File: src/include/gpp_cfg.svh
// Offsets, field positions and reset values of the general-purpose pin port
`ifndef GPP_CFG_SVH
`define GPP_CFG_SVH

// ==========================================================
// Register byte offsets from the port base
`define GPP_OFS_VALUE 17'h1_0000
`define GPP_OFS_DIR 17'h1_0008
`define GPP_OFS_CFG 17'h1_0010
`define GPP_OFS_FLAGS 17'h1_0014
`define GPP_OFS_MASK 17'h1_0018

// ==========================================================
// Field positions
`define GPP_EVT_PINS 7
`define GPP_EVT_BASE 25
`define GPP_EN_LSB 0
`define GPP_ACT_LSB 8
`define GPP_TRIG_LSB 16
`define GPP_FLAG_LSB 16

// ==========================================================
// Writable bits and reset values
`define GPP_CFG_WMASK 32'h007F_7F7F
`define GPP_FLAG_WMASK 32'h007F_0000
`define GPP_RST_VALUE 32'h0000_0000
`define GPP_RST_DIR 32'h0000_0000
`define GPP_RST_CFG 32'h0000_0000
`define GPP_RST_MASK 32'h0000_0000

`endif

File: src/include/gpp_pkg.sv
// Types shared by the general-purpose pin port
package gpp_pkg;

    // ==========================================================
    // Bus answer states, one-hot
    typedef enum logic [1:0]
    {
        ST_IDLE = 2'h1,
        ST_ACK = 2'h2
    } gpp_state_t;

endpackage

File: src/rtl/gpp_evt.sv
// One event-capable pin: edge or level detect with a sticky flag
`timescale 1ns/1ps
`include "gpp_cfg.svh"

module gpp_evt
(
    // Clock and reset
    input wire logic clk_sys_in,
    input wire logic sys_rst_in,
    // Pin and its setup
    input wire logic pin_lvl_in,
    input wire logic use_in,
    input wire logic level_mode_in,
    input wire logic act_high_in,
    // Software clear
    input wire logic clear_in,
    // Results
    output logic hit_out,
    output logic flag_out
);

    logic prev_ff;
    logic armed_ff;
    logic flag_ff;
    logic act_lvl;
    logic edge_seen;

    // ==========================================================
    // Detection
    // Armed only after one sample, so reset cannot fake an edge
    always_ff @(posedge clk_sys_in or posedge sys_rst_in)
    begin
        if (sys_rst_in)
        begin
            prev_ff <= 1'b0;
            armed_ff <= 1'b0;
        end
        else
        begin
            prev_ff <= pin_lvl_in;
            armed_ff <= 1'b1;
        end
    end

    // Sense and trigger select
    assign act_lvl = act_high_in ? pin_lvl_in : !pin_lvl_in;
    assign edge_seen = armed_ff && act_lvl && (prev_ff != pin_lvl_in);
    assign hit_out = use_in && (level_mode_in ? act_lvl : edge_seen);

    // Sticky flag; a new event beats a clear in the same cycle
    always_ff @(posedge clk_sys_in or posedge sys_rst_in)
    begin
        if (sys_rst_in)
            flag_ff <= 1'b0;
        else if (hit_out)
            flag_ff <= 1'b1;
        else if (clear_in)
            flag_ff <= 1'b0;
    end

    assign flag_out = flag_ff;
endmodule

File: src/rtl/gpp_port.sv
// General-purpose pin port: Wishbone registers, pin drive and event flags
`timescale 1ns/1ps
`include "gpp_cfg.svh"

// ==========================================================
// How it works
// Input pins are sampled into value register
// Output pins drive the value register bits
// Direction register: one means output, reset input
// Setup bits 6:0 make upper pins event inputs
// Setup bits 22:16 pick edge or level
// Setup bits 14:8 pick low/fall or high/rise
// Events set sticky flags in bits 22:16
// Writing ones to clear address drops flags
// Flags offset reads status, writes clear
// Registers sit at fixed offsets from base
// Host keeps away from reserved test offsets
// Unused pins never flag; levels refire
module gpp_port
(
    // Clock and reset
    input wire logic clk_sys_in,
    input wire logic sys_rst_in,
    // Wishbone slave
    input wire logic wb_cyc_in,
    input wire logic wb_stb_in,
    input wire logic wb_we_in,
    input wire logic [3:0] wb_sel_in,
    input wire logic [16:0] wb_adr_in,
    input wire logic [31:0] wb_dat_in,
    output logic [31:0] wb_dat_out,
    output logic wb_ack_out,
    // Pins
    input wire logic [31:0] pin_in,
    output logic [31:0] pin_out,
    output logic [31:0] pin_oe_n_out,
    // Interrupt
    output logic irq_out
);

    // ==========================================================
    // Declarations
    gpp_pkg::gpp_state_t state_ff;
    gpp_pkg::gpp_state_t nxt_state;
    logic [31:0] value_ff;
    logic [31:0] nxt_value;
    logic [31:0] dir_ff;
    logic [31:0] cfg_ff;
    logic [31:0] mask_ff;
    logic [31:0] rdata_ff;
    logic [31:0] nxt_rdata;
    logic [31:0] wr_bmask;
    logic [31:0] wr_merge_val;
    logic [31:0] eff_dir;
    logic [16:0] adr_al;
    logic req_new;
    logic wr_go;
    logic hit_val;
    logic hit_dir;
    logic hit_cfg;
    logic hit_flags;
    logic hit_mask;
    logic [6:0] cfg_en;
    logic [6:0] cfg_act;
    logic [6:0] cfg_trig;
    logic [6:0] clr_bits;
    logic [6:0] evt_hit;
    logic [6:0] flags;
    logic [6:0] mask_bits;

    // ==========================================================
    // Address decode
    // Offsets are kept relative to the port, so the base can move
    assign adr_al = {wb_adr_in[16:2], 2'h0};
    assign hit_val = adr_al == `GPP_OFS_VALUE;
    assign hit_dir = adr_al == `GPP_OFS_DIR;
    assign hit_cfg = adr_al == `GPP_OFS_CFG;
    assign hit_flags = adr_al == `GPP_OFS_FLAGS;
    assign hit_mask = adr_al == `GPP_OFS_MASK;

    // Byte lanes from the select lines
    assign wr_bmask = {{8{wb_sel_in[3]}}, {8{wb_sel_in[2]}},
                       {8{wb_sel_in[1]}}, {8{wb_sel_in[0]}}};

    // ==========================================================
    // Bus handshake
    // A request is seen in idle; its write lands at the acking edge
    assign req_new = wb_cyc_in && wb_stb_in && (state_ff == gpp_pkg::ST_IDLE);
    assign wr_go = wb_cyc_in && wb_stb_in && wb_we_in && (state_ff == gpp_pkg::ST_ACK);
    assign wb_ack_out = state_ff == gpp_pkg::ST_ACK;

    // Next state
    always_comb
    begin
        nxt_state = gpp_pkg::ST_IDLE;
        unique case (state_ff)
            gpp_pkg::ST_IDLE:
            begin
                if (wb_cyc_in && wb_stb_in)
                    nxt_state = gpp_pkg::ST_ACK;
            end
            gpp_pkg::ST_ACK:
                nxt_state = gpp_pkg::ST_IDLE;
            default:
                nxt_state = gpp_pkg::ST_IDLE;
        endcase
    end

    // State register
    always_ff @(posedge clk_sys_in or posedge sys_rst_in)
    begin
        if (sys_rst_in)
            state_ff <= gpp_pkg::ST_IDLE;
        else
            state_ff <= nxt_state;
    end

    // ==========================================================
    // Read path
    // Unmapped and reserved offsets read as zero and still ack
    always_comb
    begin
        nxt_rdata = 32'h0000_0000;
        if (hit_val)
            nxt_rdata = value_ff;
        else if (hit_dir)
            nxt_rdata = dir_ff;
        else if (hit_cfg)
            nxt_rdata = cfg_ff;
        else if (hit_flags)
            nxt_rdata = 32'(flags) << `GPP_FLAG_LSB;
        else if (hit_mask)
            nxt_rdata = mask_ff;
    end

    // Read data is caught when the request is first seen
    always_ff @(posedge clk_sys_in or posedge sys_rst_in)
    begin
        if (sys_rst_in)
            rdata_ff <= 32'h0000_0000;
        else if (req_new && !wb_we_in)
            rdata_ff <= nxt_rdata;
    end

    assign wb_dat_out = rdata_ff;

    // ==========================================================
    // Direction register
    always_ff @(posedge clk_sys_in or posedge sys_rst_in)
    begin
        if (sys_rst_in)
            dir_ff <= `GPP_RST_DIR;
        else if (wr_go && hit_dir)
            dir_ff <= (dir_ff & ~wr_bmask) | (wb_dat_in & wr_bmask);
    end

    // Event pins are always inputs while in event use
    assign eff_dir = dir_ff & ~{cfg_en, 25'h000_0000};

    // ==========================================================
    // Pin value register
    // A written input bit is overwritten by the pin on the same edge
    assign wr_merge_val = (value_ff & ~wr_bmask) | (wb_dat_in & wr_bmask);

    always_comb
    begin
        nxt_value = value_ff;
        if (wr_go && hit_val)
            nxt_value = wr_merge_val;
        nxt_value = (nxt_value & eff_dir) | (pin_in & ~eff_dir);
    end

    always_ff @(posedge clk_sys_in or posedge sys_rst_in)
    begin
        if (sys_rst_in)
            value_ff <= `GPP_RST_VALUE;
        else
            value_ff <= nxt_value;
    end

    // Drive side; enable is low while the pin is driven
    assign pin_out = value_ff;
    assign pin_oe_n_out = ~eff_dir;

    // ==========================================================
    // Event setup register
    always_ff @(posedge clk_sys_in or posedge sys_rst_in)
    begin
        if (sys_rst_in)
            cfg_ff <= `GPP_RST_CFG;
        else if (wr_go && hit_cfg)
            cfg_ff <= ((cfg_ff & ~wr_bmask) | (wb_dat_in & wr_bmask)) & `GPP_CFG_WMASK;
    end

    // Field split
    assign cfg_en = cfg_ff[`GPP_EN_LSB +: `GPP_EVT_PINS];
    assign cfg_act = cfg_ff[`GPP_ACT_LSB +: `GPP_EVT_PINS];
    assign cfg_trig = cfg_ff[`GPP_TRIG_LSB +: `GPP_EVT_PINS];

    // ==========================================================
    // Interrupt mask register, same layout as the flags
    always_ff @(posedge clk_sys_in or posedge sys_rst_in)
    begin
        if (sys_rst_in)
            mask_ff <= `GPP_RST_MASK;
        else if (wr_go && hit_mask)
            mask_ff <= ((mask_ff & ~wr_bmask) | (wb_dat_in & wr_bmask)) & `GPP_FLAG_WMASK;
    end

    assign mask_bits = mask_ff[`GPP_FLAG_LSB +: `GPP_EVT_PINS];

    // Clear strobes: ones written to the flags offset, zeros no-op
    assign clr_bits = (wr_go && hit_flags)
        ? (wb_dat_in[`GPP_FLAG_LSB +: `GPP_EVT_PINS]
           & wr_bmask[`GPP_FLAG_LSB +: `GPP_EVT_PINS])
        : 7'h00;

    // ==========================================================
    // Event detectors, one per event-capable pin
    for (genvar i = 0; i < `GPP_EVT_PINS; i++)
    begin : g_evt
        gpp_evt u_evt
        (
            .clk_sys_in(clk_sys_in),
            .sys_rst_in(sys_rst_in),
            .pin_lvl_in(pin_in[`GPP_EVT_BASE + i]),
            .use_in(cfg_en[i]),
            .level_mode_in(cfg_trig[i]),
            .act_high_in(cfg_act[i]),
            .clear_in(clr_bits[i]),
            .hit_out(evt_hit[i]),
            .flag_out(flags[i])
        );
    end

    // Level interrupt: any unmasked flag holds it high
    assign irq_out = |(flags & mask_bits);
endmodule

File: config.mk
export PLATFORM = sky130hd
export DESIGN_NAME = gpp_port
export DESIGN_NICKNAME = d
export VERILOG_FILES = /design/src/include/gpp_pkg.sv /design/src/rtl/gpp_evt.sv /design/src/rtl/gpp_port.sv
export VERILOG_INCLUDE_DIRS = /design/src /design/src/include
export SDC_FILE = /design/constraint.sdc
export NUM_CORES = 1
export LEC_CHECK = 0
export BUFFER_PORTS_ARGS = -buffer_cell sky130_fd_sc_hd__buf_2
export CAP_MARGIN = 25
export CORE_MARGIN = 5
export CORE_UTILIZATION = 48
export CTS_BUF_LIST = sky130_fd_sc_hd__clkbuf_16
export CTS_CLUSTER_SIZE = 16
export DETAILED_ROUTE_END_ITERATION = 8
export PLACE_DENSITY = 0.81
export REMOVE_ABC_BUFFERS = 1
export SKIP_CTS_REPAIR_TIMING = 1
export SLEW_MARGIN = 20
export SYNTH_ARGS = -nofsm -noshare
export SYNTH_HDL_FRONTEND = slang
export SYNTH_HIERARCHICAL = 1
export SYNTH_SLANG_ARGS = --single-unit
File: constraint.sdc
create_clock -name clk_sys_in -period 3.35 [get_ports clk_sys_in]
set_input_delay 0 -clock clk_sys_in [delete_from_list [all_inputs] [get_ports clk_sys_in]]
set_output_delay 0 -clock clk_sys_in [all_outputs]
set_load 0.005 [all_outputs]
==> results.md <==
- Crit-path cells: and4b_1, nand3_1, nor4_4, mux2i_1, a21oi_1, dlygate4sd3_1
- Placed cells: 1006
- Required @ worst endpoint: 3.65 ns
- Max Cap Violations: 0
- Filler Cell Count: 1079
- Slew Limit Fails: 0
- Endpoints failing setup: 0
- Crit path max fanout: 8
- Vias in the first global route: 5675
- H-tree depth: 4
- Placed Area: 8170 sq um
- RePlAce Congestion: 0.881
- Share of cells above drive strength 1: 36.7%
- Pre-antenna DRT Iters: 6
- Final ANT Viol Nets: 0
- Std-Cell Core Area: 14500 sq um
- Net Sw Frac: 24.4%
- Final Hold Viols: 0
- GRT Total Usage: 22.3%
- Clk slew on worst S/H paths: 0.06 ns
- Met1 Use GR: 29.9%
- Share of total power in the clock network: 42.2%
- Element type at the critical path start: register
- Starting density of the core: 48.6%
- Area growth, synth to finish: 36.3%
- TNS Setup: 0 ns
- Routed wire per std cell: 18.4 microns
- Met3 usage: 6.34%
- Post-Syn Area per Cell: 10.8 sq um
- Min-Delay Path Depth: 4
- Worst vdd ir: 0.000352 V
- Fmax achieved: 365 MHz
- P_sw: 1.04 mW
- Final nets: 1017
- First-pass GRT wire length: 29600 microns
- Post-Syn Instances: 652
- Vias per inst: 5.49
- IO Pins: 188
- Detailed placement HPWL: 13600 microns
- TritonCTS clock tree: built
- Initial DRC Count: 358
- Worst-Skew Late Latency: 0.42 ns
- Worst Hold Class: primary input to register
- Fin crit period: 2.74 ns
- Antenna violations before repair: 1
- Final worst path period share: 81.9%
- Rel. slew slack: 41.7%
- Final worst slack: 0.607 ns
- R2R cell count: 6
- Pre-CTS setup slack: 0.802 ns
- Hold path endpoint: wb_dat_out[29]
- Delay of the slowest critical-path stage: 0.69 ns
- Port Buffers: 185
- Total gr overflow: 0
- Core Rows: 44
- Combinational power share: 11.8%
- Pint: 3.22 mW
- Pleak: 4.46 nW
- CTS sink cnt: 147
- Worst Tran Pin Value: 0.867 ns
- Die Span Y: 131 microns
- Register area: 3680 sq um
- DRT Wirelength: 20800 microns
- Multi-input logic area: 3050 sq um
- Gr busiest metal: met2
- Final Cell Area: 9580 sq um
- Pwr dens: 444 nW/um^2
- Max Clock Skew: 0.00792 ns
- Unrepaired setup endpoints after global routing: false
- Die area: 17200 sq um
- Setup slack, reg-to-reg: 0.61 ns
- Final Instance Count excl. Fillers: 1125
- Post-Syn Area: 7030 sq um
- Yosys warns: 6
- Die width: 131 microns
- GR Util met2: 36.1%
- CP Class: register to register
- Num CTS Buffers: 17
- Routed vias: 6177
- Worst r2r src: state_ff[0]
- Post-layout util: 66.2%
- Worst Setup End Kind: register
- Slowest cell on the critical path: nor4_4
- Clk buf depth: 2
- Root Buffer: clkbuf_16
- Crit path DAT: 3.05 ns
- Largest net degree at the start of global routing: 82
- Drc violations: 0
- Hold wc startpoint: wb_we_in
- Outcome: finished, final reports clean
- Seq pwr share: 46.0%
[layout make-up]
type	count	area share, %
antenna	1	0.0261
clock buffer	17	4.44
timing repair buffer	279	19.4
sequential	147	38.4
clock inverter	15	1.29
inverter	55	2.18
multi-input combinational	427	31.9
tap	184	2.40
[through the flow]
stage          hold WS [ns]  total power [mW]
6_report              0.101              4.26
3_5_place_dp        -0.0157              2.41
2_1_floorplan        -0.246              2.16
4_1_cts              -0.457              4.20
3_3_place_gp        -0.0172              2.39
5_1_grt               0.101              4.43
[metal layers]
| metal | vias up | routed length, microns | part of all wire [%] |
|---|---|---|---|
| li1 | 2842 | - | - |
| met1 | 3069 | 8710 | 42 |
| met2 | 242 | 10300 | 50 |
| met3 | 24 | 1440 | 6.9 |
| met4 | 0 | 272 | 1.3 |
| met5 | - | 0 | 0 |
[critical path, delay by kind of cell, from the launching register on]
kind                   cells  cell delay [ns]
multiplexers               1             0.31
flip-flops                 1             0.37
AO/OA/AOI/OAI              1             0.10
buffers and inverters      1             0.56
AND/OR/NAND/NOR            3             1.29
[power groups by stage]
stage / registers [mW] / clock network (mW) / logic, mW
after floorplan: 1.99 / 0 / 0.174
final: 1.96 / 1.80 / 0.504
after global routing: 1.97 / 1.89 / 0.559
after global placement: 1.99 / 0 / 0.408
after detailed placement: 1.99 / 0 / 0.421
after CTS: 1.96 / 1.82 / 0.422
[cells in the final DEF, fill, tap and decap left out, types with 8 or more instances in the layout]
master	n
a31oi_1	8
nand2b_1	14
a221oi_1	24
dfrtp_1	146
o21ai_0	14
and2_1	8
a21oi_2	14
nand2_1	41
nor3_1	10
mux2_2	82
mux2i_1	17
a22oi_1	9
nor2_1	82
buf_2	185
clkbuf_16	17
dlygate4sd3_1	86
a21oi_1	31
inv_1	55
nand3_1	15
[worst max-delay path by stage]
stage | from | to | slack [ns] | cells past startpoint
after floorplan | sys_rst_in | asynchronous set/reset pin | -0.004 | 1
after global placement | wb_adr_in[11] | register | 0.80 | 6
after detailed placement | wb_adr_in[11] | register | 0.80 | 6
after CTS | state_ff[0] | g_evt[1].u_evt/flag_out | 1.0 | 6
after global routing | state_ff[0] | register | 0.49 | 6
final | state_ff[0] | register | 0.61 | 6
No activity file was read; power rests on OpenSTA's default activity.
